### config.mk
export PLATFORM = sky130hd
export DESIGN_NAME = afc_flow_ctrl
export DESIGN_NICKNAME = d
export VERILOG_FILES = /design/src/core/afc_flow_ctrl.v /design/src/core/afc_jam_timer.v
export VERILOG_INCLUDE_DIRS = /design/src /design/src/core
export SDC_FILE = /design/constraint.sdc
export NUM_CORES = 1
export LEC_CHECK = 0
export ABC_AREA = 1
export BUFFER_PORTS_ARGS = -buffer_cell sky130_fd_sc_hd__buf_2
export CAP_MARGIN = 20
export CORE_ASPECT_RATIO = 1.25
export CORE_MARGIN = 2
export CORE_UTILIZATION = 30
export CTS_CLUSTER_SIZE = 28
export DETAILED_ROUTE_END_ITERATION = 8
export RECOVER_POWER = 25
export SYNTH_ARGS = -nofsm -noshare
export SYNTH_HDL_FRONTEND = slang
export SYNTH_SLANG_ARGS = --single-unit
### constraint.sdc
create_clock -name ref_clk_in -period 5.9 [get_ports ref_clk_in]
set_input_delay 0.885 -clock ref_clk_in [delete_from_list [all_inputs] [get_ports ref_clk_in]]
set_output_delay 0.885 -clock ref_clk_in [all_outputs]
set_load 0.02 [all_outputs]
### src/core/afc_regs.vh
// Register offsets, field positions, reset values and timing constants of the flow controller
`ifndef AFC_REGS_VH
`define AFC_REGS_VH
// ----------------------------------------------------------------
// Register map
// ----------------------------------------------------------------
`define AFC_CONF_OFFSET 8'hac
`define AFC_CONF_RESET 32'h0000_0000
`define AFC_CONF_WMASK 32'h00ff_ffff
// ----------------------------------------------------------------
// Field positions
// ----------------------------------------------------------------
`define AFC_HIGH_MSB 23
`define AFC_HIGH_LSB 16
`define AFC_LOW_MSB 15
`define AFC_LOW_LSB 8
`define AFC_DUR_MSB 7
`define AFC_DUR_LSB 4
`define AFC_BIT_MULT 3
`define AFC_BIT_BRD 2
`define AFC_BIT_ADD 1
`define AFC_BIT_ANY 0
`define AFC_CRIT_MSB 3
`define AFC_UNIT_SHIFT 6
// ----------------------------------------------------------------
// Timing: one tick per 100 ns
// ----------------------------------------------------------------
`define AFC_CLK_MHZ 50
`define AFC_TICK_NS 100
`define AFC_CLK_NS 20
`define AFC_TICK_CYC (`AFC_TICK_NS / `AFC_CLK_NS)
`endif

### src/core/afc_flow_ctrl.v
// Automatic receive flow controller with its configuration register
`timescale 1ns/1ps
`include "afc_regs.vh"
module afc_flow_ctrl #(
  parameter LVL_W = 14
) (
  input wire ref_clk_in, // System clock 50 MHz
  input wire arst_n_in, // Async reset, active low
  input wire reg_wr_in, // Register write strobe
  input wire reg_rd_in, // Register read strobe
  input wire [7:0] reg_addr_in, // Register byte address
  input wire [31:0] reg_wdata_in, // Write data
  output reg [31:0] reg_rdata_out, // Read data
  input wire [LVL_W-1:0] rx_fifo_level_in, // RX data FIFO bytes used
  input wire full_duplex_in, // 1 in full duplex
  input wire speed_100_in, // 1 at 100 Mb/s
  input wire tx_enable_in, // Transmitter enabled
  input wire [15:0] pause_time_value_in, // Pause time from MAC
  input wire rx_frame_start_in, // Pulse: frame preamble seen
  input wire rx_addr_valid_in, // Pulse: destination decoded
  input wire rx_is_group_in, // Multicast destination
  input wire rx_is_all_station_in, // Broadcast destination
  input wire rx_is_own_in, // Own station address
  output reg pause_req_out, // Pulse: send pause frame
  output reg [15:0] pause_time_out, // Pause time of request
  output wire jam_out // Back pressure active
);
  // ----------------------------------------------------------------
  // Configuration register
  // ----------------------------------------------------------------
  reg [31:0] flow_ctrl_config_r;
  always @(posedge ref_clk_in or negedge arst_n_in) begin
    if (!arst_n_in) begin
      flow_ctrl_config_r <= `AFC_CONF_RESET;
    end else if (reg_wr_in && reg_addr_in == `AFC_CONF_OFFSET) begin
      flow_ctrl_config_r <= reg_wdata_in & `AFC_CONF_WMASK;
    end
  end
  always @(posedge ref_clk_in or negedge arst_n_in) begin
    if (!arst_n_in) begin
      reg_rdata_out <= 32'h0000_0000;
    end else if (reg_rd_in) begin
      reg_rdata_out <= (reg_addr_in == `AFC_CONF_OFFSET) ? flow_ctrl_config_r : 32'h0000_0000;
    end
  end
  wire [7:0] flow_high_mark = flow_ctrl_config_r[`AFC_HIGH_MSB:`AFC_HIGH_LSB];
  wire [7:0] flow_low_mark = flow_ctrl_config_r[`AFC_LOW_MSB:`AFC_LOW_LSB];
  wire [3:0] jam_duration_sel = flow_ctrl_config_r[`AFC_DUR_MSB:`AFC_DUR_LSB];
  wire jam_on_group_frame = flow_ctrl_config_r[`AFC_BIT_MULT];
  wire jam_on_all_station_frame = flow_ctrl_config_r[`AFC_BIT_BRD];
  wire jam_on_own_address_frame = flow_ctrl_config_r[`AFC_BIT_ADD];
  wire flow_on_every_frame = flow_ctrl_config_r[`AFC_BIT_ANY];
  wire afc_en = |flow_ctrl_config_r[`AFC_CRIT_MSB:0];
  // ----------------------------------------------------------------
  // Level comparison
  // ----------------------------------------------------------------
  // Marks scaled by 64 in a widened compare so large marks never wrap
  wire [LVL_W+7:0] lvl_w = {8'h00, rx_fifo_level_in};
  wire [LVL_W+7:0] hi_bytes = {{LVL_W{1'b0}}, flow_high_mark} << `AFC_UNIT_SHIFT;
  wire [LVL_W+7:0] lo_bytes = {{LVL_W{1'b0}}, flow_low_mark} << `AFC_UNIT_SHIFT;
  wire at_high = lvl_w >= hi_bytes;
  wire below_low = lvl_w < lo_bytes;
  // ----------------------------------------------------------------
  // Full duplex pause control
  // ----------------------------------------------------------------
  // Pause frames need the any-frame bit; low mark below high assumed
  reg paused_r;
  wire fd_ok = full_duplex_in && tx_enable_in && flow_on_every_frame;
  always @(posedge ref_clk_in or negedge arst_n_in) begin
    if (!arst_n_in) begin
      paused_r <= 1'b0;
      pause_req_out <= 1'b0;
      pause_time_out <= 16'h0000;
    end else begin
      pause_req_out <= 1'b0;
      if (fd_ok && !paused_r && at_high) begin
        paused_r <= 1'b1;
        pause_req_out <= 1'b1;
        pause_time_out <= pause_time_value_in;
      end else if (paused_r && below_low) begin
        paused_r <= 1'b0;
        if (fd_ok && afc_en) begin
          pause_req_out <= 1'b1;
          pause_time_out <= 16'h0000;
        end
      end else if (!full_duplex_in) begin
        paused_r <= 1'b0;
      end
    end
  end
  // ----------------------------------------------------------------
  // Half duplex back pressure
  // ----------------------------------------------------------------
  wire hd_ok = !full_duplex_in && tx_enable_in && at_high;
  wire crit_hit = (jam_on_group_frame && rx_is_group_in) ||
                  (jam_on_all_station_frame && rx_is_all_station_in) ||
                  (jam_on_own_address_frame && rx_is_own_in);
  // Any-frame mode jams at the preamble without waiting for address decode
  wire start_jam = hd_ok && (flow_on_every_frame ? rx_frame_start_in :
                   (rx_addr_valid_in && crit_hit));
  wire jam_active;
  afc_jam_timer u_timer (
    .ref_clk_in(ref_clk_in),
    .arst_n_in(arst_n_in),
    .start_in(start_jam),
    .code_in(jam_duration_sel),
    .speed_100_in(speed_100_in),
    .active_out(jam_active)
  );
  assign jam_out = jam_active && tx_enable_in && !full_duplex_in;
endmodule

### src/core/afc_jam_timer.v
// Back-pressure duration timer counting 100 ns ticks
`timescale 1ns/1ps
`include "afc_regs.vh"
module afc_jam_timer #(
  parameter TICK_CYC = `AFC_TICK_CYC
) (
  input wire ref_clk_in, // System clock
  input wire arst_n_in, // Async reset, active low
  input wire start_in, // Start pulse
  input wire [3:0] code_in, // Duration code
  input wire speed_100_in, // 1 at 100 Mb/s
  output reg active_out // High while jam lasts
);
  // ----------------------------------------------------------------
  // Duration table in 100 ns ticks
  // ----------------------------------------------------------------
  function [12:0] dur_ticks;
    input [3:0] code;
    input fast;
    reg [12:0] base;
    begin
      case (code)
        4'h0: base = 13'd50;
        4'h1: base = 13'd100;
        4'h2: base = 13'd150;
        4'h3: base = 13'd250;
        default: base = 13'd500 * {9'h000, code - 4'h3};
      endcase
      if (code == 4'h4) begin
        base = 13'd500;
      end
      // 10 Mb/s adds 2.2 us
      dur_ticks = fast ? base : base + 13'd22;
    end
  endfunction
  reg [2:0] pre_r;
  reg [12:0] cnt_r;
  wire tick = (pre_r == TICK_CYC[2:0] - 3'h1);
  always @(posedge ref_clk_in or negedge arst_n_in) begin
    if (!arst_n_in) begin
      pre_r <= 3'h0;
      cnt_r <= 13'h0000;
      active_out <= 1'b0;
    end else if (start_in) begin
      pre_r <= 3'h0;
      cnt_r <= dur_ticks(code_in, speed_100_in);
      active_out <= 1'b1;
    end else if (active_out) begin
      pre_r <= tick ? 3'h0 : pre_r + 3'h1;
      if (tick) begin
        cnt_r <= cnt_r - 13'h0001;
        if (cnt_r == 13'h0001) begin
          active_out <= 1'b0;
        end
      end
    end
  end
endmodule

==> results.rst, run 1 <==
.. list-table::
   :header-rows: 1

   * - Metric
     - Value
   * - Top cell type's share of synthesized area
     - 39.40%
   * - Pins Over Slew Limit
     - 33
   * - Number of failing setup endpoints in the final timing report
     - 0
   * - Row count
     - 54
   * - Reg2Reg Setup Slack
     - 1660 ps
   * - Maximum number of pins on one net before global-route repair
     - 53
   * - Source-to-sink clock delay at the later pin of the worst-skew pair
     - 330 ps
   * - Cell type with the largest total area after synthesis
     - sky130_fd_sc_hd__dfrtp_1
   * - Root buf cell
     - sky130_fd_sc_hd__clkbuf_16
   * - Setup Total Neg Slack
     - 0 ps
   * - Post-DR wirelength/cell
     - 12.48 um
   * - Reg clk slew, reported paths
     - 60 ps
   * - CTS sink count
     - 83
   * - Number of antenna-violating nets in the routed design
     - 0
   * - Synthesized instance count
     - 660
   * - Met1 Resource Use GR
     - 18.07%
   * - Vert. Die Dim
     - 152.2 um
   * - Bufs and invs on worst path
     - 3
   * - Crit Path Category
     - reg -> reg
   * - Clock period minus final worst setup slack
     - 4239 ps
   * - Maximum vdd ir drop
     - 227.9 uV
   * - CTS tree
     - built
   * - Max capacitance violation total
     - 1
   * - Share of cells above drive strength 1
     - 21.47%
   * - Max Freq
     - 235.9 MHz
   * - Cell leakage power
     - 3.361 nW
   * - Busiest metal layer after global routing
     - met2
   * - Global-route wire length before repair
     - 21,430 um
   * - Via-per-instance ratio
     - 4.547
   * - # hold bufs at CTS
     - 0
   * - Total of flip-flops plus latches after synthesis
     - 83
   * - Clock skew after layout
     - 7.200 ps
   * - Number of synthesized flops with an enable pin
     - 0
   * - Antenna Cells
     - 0
   * - Status
     - complete, but fails checks
   * - Number of clock buffers inserted by TritonCTS
     - 9
   * - DRC violations left
     - 0
   * - Count of placed standard cells in the final layout, fillers left out
     - 1,002
   * - Number of antenna violations at the first check in global routing
     - 0
   * - Wire length after detailed routing
     - 12,510 um
   * - Synth area leaders
     - sky130_fd_sc_hd__dfrtp_1, sky130_fd_sc_hd__ha_1, sky130_fd_sc_hd__nand2_1
   * - Placeable core region
     - 17,360 um2
   * - Delay of the slowest critical-path stage
     - 650 ps
   * - Commonest register cell after synthesis
     - sky130_fd_sc_hd__dfrtp_1
   * - Number of levels the H-tree was split into
     - 3
   * - Worst Setup End Kind
     - flop
   * - Initial DRC count
     - 211
   * - Utilization after layout
     - 36.49%
   * - Total design power
     - 2.034 mW
   * - Leading cell type in the layout, fill and taps excluded
     - sky130_fd_sc_hd__nand2_1
   * - RSZ-0062 raised after global routing
     - false
   * - Buffers added on ports
     - 115
   * - Ports placed on the boundary
     - 132
   * - Register area
     - 2077 um2
   * - Warning count from the yosys run
     - 0
   * - Final critical-path share of the clock period
     - 71.85%
   * - Multi-input logic area
     - 2723 um2
   * - Arrival time at the worst endpoint
     - 4490 ps
   * - Distinct cell type count of the synthesized netlist
     - 40
   * - Post-synthesis area per instance
     - 7.987 um2
   * - Die outline area
     - 18,650 um2
   * - Total gr overflow
     - 0
   * - Crit start category
     - flop
   * - PD cells
     - 321.0 nW/um2
   * - Gates resized, CTS repair
     - 0
   * - Cell area after technology mapping
     - 5271 um2
   * - Synthesis-to-layout area growth
     - 20.20%
   * - Met3 routing resource usage after global routing
     - 2.620%
   * - TritonRoute pass-1 iters
     - 6
   * - Worst-margin pin slew
     - 1722 ps
   * - Failing checks
     - capacitance limit, slew limit
   * - Max Buffers Root-to-Sink
     - 2
   * - Biggest fanout along the worst timing path
     - 9
   * - Layout Nets
     - 900
   * - Required time at the worst-slack endpoint
     - 6150 ps
   * - Placed instance count
     - 985
   * - Endpoints failing hold
     - 0
   * - Worst hold path class
     - reg -> reg
   * - Number of vias after detailed routing
     - 4,556
   * - DPL Wire Length
     - 9667 um
   * - GRT Resource Usage Total
     - 14.18%
   * - Fill cell count
     - 1,824
   * - Initial cell density of the core
     - 30.36%
   * - Highest-count cells in the layout ignoring fill and taps
     - sky130_fd_sc_hd__nand2_1, sky130_fd_sc_hd__buf_2, sky130_fd_sc_hd__inv_1, sky130_fd_sc_hd__dfrtp_1, sky130_fd_sc_hd__nor2_1
   * - Sequential share of the synthesized area
     - 39.40%
   * - Count of buffers added by post-CTS timing repair for setup
     - 0
   * - Die X-Extent
     - 122.6 um
   * - Worst-path cell chain
     - inv_1 -> ha_1 -> fa_1 -> inv_1 -> fa_1 -> inv_1 -> ha_1 -> nand2_1 -> nand3_1 -> xnor2_1 -> o21ai_0 -> nand2_1 -> nand2_1 -> nand3_1 -> a21oi_1
   * - Critical path's top delay family
     - adder cells
   * - Met2 Track Usage GR
     - 23.94%
   * - Worst rel slew slack
     - -14.79%
   * - Routability congestion estimate
     - 0.8089
   * - Via count of the first global-routing pass
     - 4,420
   * - Cell at the slowest stage of the critical path
     - sky130_fd_sc_hd__dfrtp_1
   * - Proportion of register bits with asynchronous set or reset after synthesis
     - 100.0%
[worst paths after layout]
path | startpoint | to | cells past startpoint
min in group asynchronous | arst_n_in | reg_rdata_out[17] | 1
min | reg_rdata_out[12] | reg_rdata_out[12] | 2
min reg2reg | reg_rdata_out[12] | reg_rdata_out[12] | 2
max | flow_ctrl_config_r[4] | u_timer.cnt_r[9] | 15
max in group asynchronous | arst_n_in | u_timer.cnt_r[8] | 2
max reg2reg | flow_ctrl_config_r[4] | u_timer.cnt_r[9] | 15
[cells by family (layout without fill, tap and decap cells)]
| kind of cell | after synthesis | in the layout | synth area share [%] |
|---|---|---|---|
| multiplexers | 3 | 3 | 0.6408 |
| AO/OA/AOI/OAI | 116 | 116 | 12.87 |
| XOR/XNOR | 13 | 13 | 2.160 |
| other | 1 | 8 | 0.07114 |
| adder cells (fa/ha/maj) | 45 | 45 | 11.68 |
| buffers and inverters | 122 | 233 | 9.447 |
| AND/OR/NAND/NOR | 277 | 277 | 23.74 |
| flip-flops | 83 | 83 | 39.40 |
[synth_stat cells (8+ instances only)]
library cell,n
sky130_fd_sc_hd__nand2_1,120
sky130_fd_sc_hd__inv_1,90
sky130_fd_sc_hd__dfrtp_1,83
sky130_fd_sc_hd__nor2_1,59
sky130_fd_sc_hd__nand3_1,55
sky130_fd_sc_hd__a21oi_1,40
sky130_fd_sc_hd__ha_1,38
sky130_fd_sc_hd__o21ai_0,38
sky130_fd_sc_hd__o31ai_1,22
sky130_fd_sc_hd__clkbuf_1,11
sky130_fd_sc_hd__buf_4,10
sky130_fd_sc_hd__nand2_2,9
sky130_fd_sc_hd__xor2_1,9
sky130_fd_sc_hd__nand4_1,8
sky130_fd_sc_hd__nor3_1,8
[flip-flops by register name, indices dropped and copies added, names as in the netlist]
signal	count
u_timer.cnt_r	13
u_timer.active_out	1
reg_rdata_out	24
flow_ctrl_config_r	24
u_timer.pre_r	3
pause_time_out	16
pause_req_out	1
paused_r	1
[routing by layer]
| layer | share of wire (%) | wire length, um |
|---|---|---|
| met1 | 44 | 5482 |
| met2 | 49 | 6178 |
| met3 | 4.6 | 573 |
| met4 | 2.2 | 273 |
| met5 | 0 | 0 |
[where the power goes]
part | switching (mW) | internal (mW) | total, mW
Clock | 0.225 | 0.298 | 0.523
Combinational | 0.473 | 0.279 | 0.751
Sequential | 0.0800 | 0.680 | 0.760
Total | 0.777 | 1.26 | 2.03
[tightest hold or removal path: stages (launching register included)]
cell and delay (ps):
sky130_fd_sc_hd__dfrtp_1 340, sky130_fd_sc_hd__nand2_1 50, sky130_fd_sc_hd__o31ai_1 50
[per-stage QoR]
step / setup slack, ps / instance area [um2] / hold slack, ps
finish: 1661 / 6336 / 475.6
detailed placement: 1635 / 6052 / 464.6
global route: 1230 / 6336 / 499.4
floorplan: 2190 / 5298 / 492.9
CTS: 1622 / 6332 / 478.9
global placement: 1742 / 6041 / 460.9
[final cells by class]
class | instances | share of cell area [%]
clock buffer | 11 | 3.831
tap | 224 | 4.423
sequential | 83 | 32.78
timing repair buffer | 119 | 9.597
multi-input combinational | 462 | 42.97
clock inverter | 5 | 0.5924
inverter | 98 | 5.806
Power figures use the tool's default switching activity.
==> run 2: changes to the inputs <==
==> constraint.sdc (replaced) <==
create_clock -name ref_clk_in -period 4.2 [get_ports ref_clk_in]
set_input_delay 0.63 -clock ref_clk_in [delete_from_list [all_inputs] [get_ports ref_clk_in]]
set_output_delay 0.63 -clock ref_clk_in [all_outputs]
set_load 0.02 [all_outputs]
==> run 2 against run 1 <==
  * The flow still finishes with violations (capacitance limit, slew limit)
  * Power grew 41%
  * Register-to-register slack lost 1400 ps
  * Clock power grew 40%
  * Clock skew about the same
  * Count of clock-buffer cells in the layout stayed put
  * Worst setup slack got worse by 1400 ps
  * Sequential share of layout area down 0.058 points
==> results.rst, run 2 (synthesized netlist as in run 1, its figures left out) <==
.. list-table::
   :header-rows: 1

   * - Metric
     - Value
   * - Required time at the worst-slack endpoint
     - 4450 ps (was 6150 ps)
   * - Initial cell density of the core
     - 30.36% (unchanged)
   * - Via-per-instance ratio
     - 4.571 (was 4.547)
   * - Pins Over Slew Limit
     - 67 (was 33)
   * - Multi-input logic area
     - 2730 um2 (was 2723 um2)
   * - Fill cell count
     - 1,844 (was 1,824)
   * - Die X-Extent
     - 122.6 um (unchanged)
   * - Max capacitance violation total
     - 1 (unchanged)
   * - Source-to-sink clock delay at the later pin of the worst-skew pair
     - 340 ps (was 330 ps)
   * - Global-route wire length before repair
     - 21,750 um (was 21,430 um)
   * - GRT Resource Usage Total
     - 14.32% (was 14.18%)
   * - PD cells
     - 450.9 nW/um2 (was 321.0 nW/um2)
   * - DRC violations left
     - 0 (unchanged)
   * - Layout Nets
     - 902 (was 900)
   * - Worst Setup End Kind
     - flop (unchanged)
   * - Initial DRC count
     - 210 (was 211)
   * - Antenna Cells
     - 0 (unchanged)
   * - Register area
     - 2077 um2 (unchanged)
   * - Status
     - complete, but fails checks (unchanged)
   * - Final critical-path share of the clock period
     - 92.92% (was 71.85%)
   * - Number of levels the H-tree was split into
     - 3 (unchanged)
   * - CTS sink count
     - 83 (unchanged)
   * - Share of cells above drive strength 1
     - 22.05% (was 21.47%)
   * - Placed cell area
     - 6063 um2 (was 6052 um2)
   * - Worst hold path class
     - reg -> reg (unchanged)
   * - Setup Total Neg Slack
     - 0 ps (unchanged)
   * - DPL Wire Length
     - 9546 um (was 9667 um)
   * - Sequential share of power
     - 37.2% (was 37.4%)
   * - Routability congestion estimate
     - 0.7982 (was 0.8089)
   * - Cell leakage power
     - 3.368 nW (was 3.361 nW)
   * - CTS tree
     - built (unchanged)
   * - Combinational cell fraction of total power
     - 37.3% (was 36.9%)
   * - Clock skew after layout
     - 7.693 ps (was 7.200 ps)
   * - Leading registers by flop count
     - flow_ctrl_config_r x24, reg_rdata_out x24, pause_time_out x16 (unchanged)
   * - Row count
     - 54 (unchanged)
   * - Max Buffers Root-to-Sink
     - 2 (unchanged)
   * - Part of the total power dissipated in the clock network
     - 25.5% (was 25.7%)
   * - Crit Path Category
     - reg -> reg (unchanged)
   * - TritonRoute pass-1 iters
     - 4 (was 6)
   * - Number of antenna violations at the first check in global routing
     - 0 (unchanged)
   * - Synthesis-to-layout area growth
     - 20.41% (was 20.20%)
   * - Post-DR wirelength/cell
     - 12.43 um (was 12.48 um)
   * - Biggest fanout along the worst timing path
     - 8 (was 9)
   * - Crit start category
     - flop (unchanged)
   * - Design Area, Final
     - 6347 um2 (was 6336 um2)
   * - Buffers added on ports
     - 115 (unchanged)
   * - Placeable core region
     - 17,360 um2 (unchanged)
   * - Maximum number of pins on one net before global-route repair
     - 67 (was 53)
   * - Worst rel slew slack
     - -12.80% (was -14.79%)
   * - Wire length after detailed routing
     - 12,480 um (was 12,510 um)
   * - Root buf cell
     - sky130_fd_sc_hd__clkbuf_16 (unchanged)
   * - Leading cell type in the layout, fill and taps excluded
     - sky130_fd_sc_hd__nand2_1 (unchanged)
   * - Maximum vdd ir drop
     - 323.5 uV (was 227.9 uV)
   * - Vert. Die Dim
     - 152.2 um (unchanged)
   * - Count of buffers added by post-CTS timing repair for setup
     - 0 (unchanged)
   * - Number of clock buffers inserted by TritonCTS
     - 9 (unchanged)
   * - Failing checks
     - capacitance limit, slew limit (unchanged)
   * - Net switching power figure
     - 1.109 mW (was 0.7774 mW)
   * - Max Freq
     - 256.2 MHz (was 235.9 MHz)
   * - Total gr overflow
     - 0 (unchanged)
   * - Highest-count cells in the layout ignoring fill and taps
     - sky130_fd_sc_hd__nand2_1, sky130_fd_sc_hd__buf_2, sky130_fd_sc_hd__inv_1, sky130_fd_sc_hd__dfrtp_1, sky130_fd_sc_hd__nor2_1 (unchanged)
   * - Number of antenna-violating nets in the routed design
     - 0 (unchanged)
   * - Via count of the first global-routing pass
     - 4,627 (was 4,420)
   * - # hold bufs at CTS
     - 0 (unchanged)
   * - Die outline area
     - 18,650 um2 (unchanged)
   * - Ports placed on the boundary
     - 132 (unchanged)
   * - Arrival time at the worst endpoint
     - 4160 ps (was 4490 ps)
   * - Number of failing setup endpoints in the final timing report
     - 0 (unchanged)
   * - Worst-margin pin slew
     - 1692 ps (was 1722 ps)
   * - Reg clk slew, reported paths
     - 60 ps (about the same)
   * - P_int
     - 1.753 mW (was 1.257 mW)
   * - RSZ-0062 raised after global routing
     - false (unchanged)
   * - Clock period minus final worst setup slack
     - 3903 ps (was 4239 ps)
   * - Endpoints failing hold
     - 0 (unchanged)
   * - Net switching fraction of the power
     - 38.75% (was 38.22%)
   * - Number of vias after detailed routing
     - 4,589 (was 4,556)
## run 2: what timing repair did
item / 4_1_cts / 5_1_grt
endpoints found under the hold margin: 0 / 0
setup endpoints to repair: 0 / 4
resized for setup: 0 / 3
## run 2: through the flow
stage / utilization (%) / setup slack, ps / power [mW] / cells / hold slack [ps]
final: 36.55 / 297.4 / 2.862 / 1004 / 475.3
after global routing: 36.55 / 21.99 / 3.106 / 1004 / 502.5
after CTS: 36.48 / 282.0 / 2.896 / 1003 / 425.7
after detailed placement: 34.92 / 306.0 / 2.149 / 987 / 468.2
after global placement: 34.92 / 347.7 / 2.132 / 987 / 461.8
after floorplan: - / 490.1 / 1.858 / 667 / 334.4
## run 2: cell type report
class                   count  area share (%)
clock buffers              11           3.666
clock inverters             5          0.6111
inverters                  98           5.795
multi-input cells         462           43.01
flip-flops and latches     83           32.72
well taps                 224           4.416
repair buffers            121           9.777
## run 2: worst max-delay path, cell delays in order (launching register included)
cell and delay, ps:
sky130_fd_sc_hd__dfrtp_1 350, sky130_fd_sc_hd__buf_4 200, sky130_fd_sc_hd__inv_1 70, sky130_fd_sc_hd__ha_1 390, sky130_fd_sc_hd__fa_2 600, sky130_fd_sc_hd__inv_1 90
sky130_fd_sc_hd__fa_1 530, sky130_fd_sc_hd__inv_1 50, sky130_fd_sc_hd__ha_1 350, sky130_fd_sc_hd__nand2_1 100, sky130_fd_sc_hd__nand3_1 130, sky130_fd_sc_hd__xnor2_1 190
sky130_fd_sc_hd__o21ai_0 370, sky130_fd_sc_hd__nand2_1 90, sky130_fd_sc_hd__nand2_1 60, sky130_fd_sc_hd__nand3_1 90, sky130_fd_sc_hd__a21oi_1 160
## run 2: power groups by stage
stage                     Sequential [mW]  Clock (mW)  Combinational, mW
after floorplan                      1.16           0              0.702
after global placement               1.08           0               1.06
after detailed placement             1.08           0               1.07
after CTS                            1.06       0.751               1.08
after global routing                 1.09       0.782               1.24
final                                1.06       0.730               1.07
## run 2: per-layer routing
metal  track usage (%)  routed length [um]  up-vias
met5                 0                   0        -
met4             4.707                 263        0
met3             2.807                 471       17
met2             24.07                6056       85
met1             18.28                5685     2128
li1                  -                   -     2359
## run 2: worst paths after layout
kind	cells past startpoint	start	slack (ps)	to
max in group asynchronous	2	arst_n_in	2430	reg_rdata_out[17]
hold reg to reg	2	reg_rdata_out[14]	480	reg_rdata_out[14]
hold / removal	2	reg_rdata_out[14]	480	reg_rdata_out[14]
setup / recovery	16	flow_ctrl_config_r[4]	300	u_timer.cnt_r[9]
setup reg to reg	16	flow_ctrl_config_r[4]	300	u_timer.cnt_r[9]
min in group asynchronous	1	arst_n_in	700	reg_rdata_out[16]
==> run 3: changes to the inputs <==
==> constraint.sdc (replaced) <==
create_clock -name ref_clk_in -period 4.4 [get_ports ref_clk_in]
set_input_delay 0.66 -clock ref_clk_in [delete_from_list [all_inputs] [get_ports ref_clk_in]]
set_output_delay 0.66 -clock ref_clk_in [all_outputs]
set_load 0.02 [all_outputs]
==> run 3 against run 2 <==
  * The run still ends with capacitance limit, slew limit left
  * Clock skew is essentially flat
  * Worst setup slack gained 220 ps
  * Routed wire length grew 1.4%
  * Flip-flop and latch count is the same
  * Global-route usage grew 0.29 points
  * Critical path depth is the same
  * Die area is the same
  * Clock power grew 3.4%
  * Design area is essentially flat
  * Critical path type unchanged
  * Highest routed layer unchanged
==> results.rst, run 3 (synthesized netlist as in run 1, its figures left out) <==
.. list-table::
   :header-rows: 1

   * - Metric
     - Value
   * - Met1 Resource Use GR
     - 18.06% (was 18.28%)
   * - Placeable core region
     - 17,360 um2 (unchanged)
   * - Worst-margin pin slew
     - 2923 ps (was 1692 ps)
   * - Pins Over Slew Limit
     - 54 (was 67)
   * - Required time at the worst-slack endpoint
     - 4660 ps (was 4450 ps)
   * - Max capacitance violation total
     - 1 (unchanged)
   * - Max Freq
     - 257.8 MHz (was 256.2 MHz)
   * - Arrival time at the worst endpoint
     - 4140 ps (was 4160 ps)
   * - Row count
     - 54 (unchanged)
   * - Max Buffers Root-to-Sink
     - 2 (unchanged)
   * - Layout Nets
     - 901 (was 902)
   * - Biggest fanout along the worst timing path
     - 6 (was 8)
   * - Share of cells above drive strength 1
     - 21.57% (was 22.05%)
   * - Total gr overflow
     - 0 (unchanged)
   * - DPL Wire Length
     - 9579 um (was 9546 um)
   * - Reg clk slew, reported paths
     - 70 ps (was 60 ps)
   * - Buffers added on ports
     - 115 (unchanged)
   * - Count of buffers added by post-CTS timing repair for setup
     - 0 (unchanged)
   * - Busiest metal layer after global routing
     - met2 (unchanged)
   * - Worst Setup End Kind
     - flop (unchanged)
   * - Die X-Extent
     - 122.6 um (unchanged)
   * - Via count of the first global-routing pass
     - 4,644 (was 4,627)
   * - Initial cell density of the core
     - 30.36% (unchanged)
   * - Endpoints failing hold
     - 0 (unchanged)
   * - DRC violations left
     - 0 (unchanged)
   * - TritonRoute pass-1 iters
     - 4 (unchanged)
   * - Routability congestion estimate
     - 0.7864 (was 0.7982)
   * - Crit Path Category
     - reg -> reg (unchanged)
   * - Ports placed on the boundary
     - 132 (unchanged)
   * - Number of clock buffers inserted by TritonCTS
     - 9 (unchanged)
   * - Utilization after layout
     - 36.59% (was 36.55%)
   * - Worst rel slew slack
     - -94.90% (was -12.80%)
   * - Maximum vdd ir drop
     - 218.6 uV (was 323.5 uV)
   * - Net switching power figure
     - 1.057 mW (was 1.109 mW)
   * - GRT Resource Usage Total
     - 14.61% (was 14.32%)
   * - Global-route wire length before repair
     - 21,980 um (was 21,750 um)
   * - Fill cell count
     - 1,824 (was 1,844)
   * - Total design power
     - 2.784 mW (was 2.862 mW)
   * - Register area
     - 2077 um2 (unchanged)
   * - Worst-path cell chain
     - ha_1 -> or2_2 -> nand2_1 -> fa_1 -> inv_1 -> fa_1 -> inv_1 -> ha_1 -> nand2_1 -> nand3_1 -> xnor2_1 -> o21ai_0 -> nand2_1 -> nand2_1 -> nand3_1 -> a21oi_1 (was buf_4 -> inv_1 -> ha_1 -> fa_2 -> inv_1 -> fa_1 -> inv_1 -> ha_1 -> nand2_1 -> nand3_1 -> xnor2_1 -> o21ai_0 -> nand2_1 -> nand2_1 -> nand3_1 -> a21oi_1)
   * - Clock period minus final worst setup slack
     - 3879 ps (was 3903 ps)
   * - Failing checks
     - capacitance limit, slew limit (unchanged)
   * - Delay of the slowest critical-path stage
     - 620 ps (was 600 ps)
   * - P_int
     - 1.727 mW (was 1.753 mW)
   * - Number of antenna violations at the first check in global routing
     - 0 (unchanged)
   * - Net switching fraction of the power
     - 37.97% (was 38.75%)
   * - Met2 Track Usage GR
     - 25.16% (was 24.07%)
   * - Met3 routing resource usage after global routing
     - 2.582% (was 2.807%)
   * - Vert. Die Dim
     - 152.2 um (unchanged)
   * - Final critical-path share of the clock period
     - 88.16% (was 92.92%)
   * - Worst hold path class
     - reg -> reg (unchanged)
   * - Cell at the slowest stage of the critical path
     - sky130_fd_sc_hd__fa_1 (was sky130_fd_sc_hd__fa_2)
   * - Most frequent cell on the critical path
     - sky130_fd_sc_hd__nand2_1
   * - Leading cell type in the layout, fill and taps excluded
     - sky130_fd_sc_hd__nand2_1 (unchanged)
   * - Clock skew after layout
     - 7.354 ps (was 7.693 ps)
   * - CTS sink count
     - 83 (unchanged)
   * - Synthesis-to-layout area growth
     - 20.53% (was 20.41%)
   * - Root buf cell
     - sky130_fd_sc_hd__clkbuf_16 (unchanged)
   * - Sequential share of power
     - 36.6% (was 37.2%)
   * - Post-DR wirelength/cell
     - 12.61 um (was 12.43 um)
   * - Highest-count cells in the layout ignoring fill and taps
     - sky130_fd_sc_hd__nand2_1, sky130_fd_sc_hd__buf_2, sky130_fd_sc_hd__inv_1, sky130_fd_sc_hd__dfrtp_1, sky130_fd_sc_hd__nor2_1 (unchanged)
   * - Combinational cell fraction of total power
     - 36.3% (was 37.3%)
   * - Gates resized, CTS repair
     - 0 (unchanged)
   * - RSZ-0062 raised after global routing
     - false (unchanged)
   * - Antenna Cells
     - 0 (unchanged)
   * - Setup Total Neg Slack
     - 0 ps (unchanged)
   * - Part of the total power dissipated in the clock network
     - 27.1% (was 25.5%)
   * - Number of vias after detailed routing
     - 4,584 (was 4,589)
   * - CTS tree
     - built (unchanged)
   * - Maximum number of pins on one net before global-route repair
     - 54 (was 67)
   * - Cell leakage power
     - 3.375 nW (was 3.368 nW)
   * - PD cells
     - 438.1 nW/um2 (was 450.9 nW/um2)
   * - Status
     - complete, but fails checks (unchanged)
   * - Multi-input logic area
     - 2723 um2 (was 2730 um2)
   * - Wire length after detailed routing
     - 12,650 um (was 12,480 um)
   * - Number of antenna-violating nets in the routed design
     - 0 (unchanged)
   * - Crit start category
     - flop (unchanged)
   * - Initial DRC count
     - 228 (was 210)
   * - Die outline area
     - 18,650 um2 (unchanged)
   * - Number of failing setup endpoints in the final timing report
     - 0 (unchanged)
   * - Source-to-sink clock delay at the later pin of the worst-skew pair
     - 340 ps (about the same)
   * - Via-per-instance ratio
     - 4.570 (was 4.571)
   * - Number of levels the H-tree was split into
     - 3 (unchanged)
   * - # hold bufs at CTS
     - 0 (unchanged)
   * - Leading registers by flop count
     - flow_ctrl_config_r x24, reg_rdata_out x24, pause_time_out x16 (unchanged)
[run 3: cell count changes in the layout (fill, tap and decap cells not counted)]
| cell | previous run | this run |
|---|---|---|
| sky130_fd_sc_hd__buf_4 | 6 | 5 |
| sky130_fd_sc_hd__bufinv_16 | 0 | 1 |
| sky130_fd_sc_hd__clkbuf_2 | 1 | 0 |
| sky130_fd_sc_hd__clkinv_2 | 1 | 2 |
| sky130_fd_sc_hd__clkinv_4 | 2 | 1 |
| sky130_fd_sc_hd__fa_1 | 6 | 7 |
| sky130_fd_sc_hd__fa_2 | 1 | 0 |
| sky130_fd_sc_hd__nand2_1 | 118 | 120 |
| sky130_fd_sc_hd__nand2_2 | 11 | 9 |
[run 3: area by class of cell]
| cell class | count | share of cell area [%] |
|---|---|---|
| well taps | 224 | 4.411 |
| clock buffers | 10 | 3.604 |
| flip-flops and latches | 83 | 32.69 |
| inverters | 98 | 5.790 |
| repair buffers | 120 | 9.630 |
| multi-input cells | 462 | 42.85 |
| clock inverters | 6 | 1.024 |
[run 3: worst max-delay path, delay by kind of cell, from the launching register on]
kind,cells,cell delay (ps)
adder cells (fa/ha/maj),4,1800
AND/OR/NAND/NOR,7,770
buffers and inverters,2,150
flip-flops,1,410
XOR/XNOR,1,190
AO/OA/AOI/OAI,2,500
[run 3: through the flow]
step,hold WS (ps),setup WS [ps],instances,instance area [um2]
after global placement,462.5,585.4,987,6063
final,478.4,521.0,1003,6354
after CTS,380.6,509.2,1003,6357
after detailed placement,465.6,532.4,987,6063
after global routing,499.2,152.7,1003,6354
after floorplan,364.4,690.1,667,5298
[run 3: final timing paths]
check / from / endpoint / slack (ps) / cells past startpoint
worst max register to register: flow_ctrl_config_r[5] / u_timer.cnt_r[9] / 520 / 16
worst max-delay path: flow_ctrl_config_r[5] / u_timer.cnt_r[9] / 520 / 16
max in group asynchronous: arst_n_in / pause_time_out[14] / 1480 / 1
min in group asynchronous: arst_n_in / reg_rdata_out[16] / 1250 / 1
worst min-delay path: reg_rdata_out[10] / reg_rdata_out[10] / 480 / 2
worst min register to register: reg_rdata_out[10] / reg_rdata_out[10] / 480 / 2
[run 3: layer usage]
metal	wire length, um	part of all wire [%]
met1	5629	44
met2	6260	49
met3	487	3.8
met4	273	2.2
met5	0	0
[run 3: power groups by stage]
stage                     combinational (mW)  sequential [mW]  clock (mW)
after global placement                  1.00             1.03           0
after CTS                               1.02             1.02       0.774
final                                   1.01             1.02       0.755
after floorplan                        0.670             1.10           0
after detailed placement                1.02             1.03           0
after global routing                    1.18             1.04       0.813
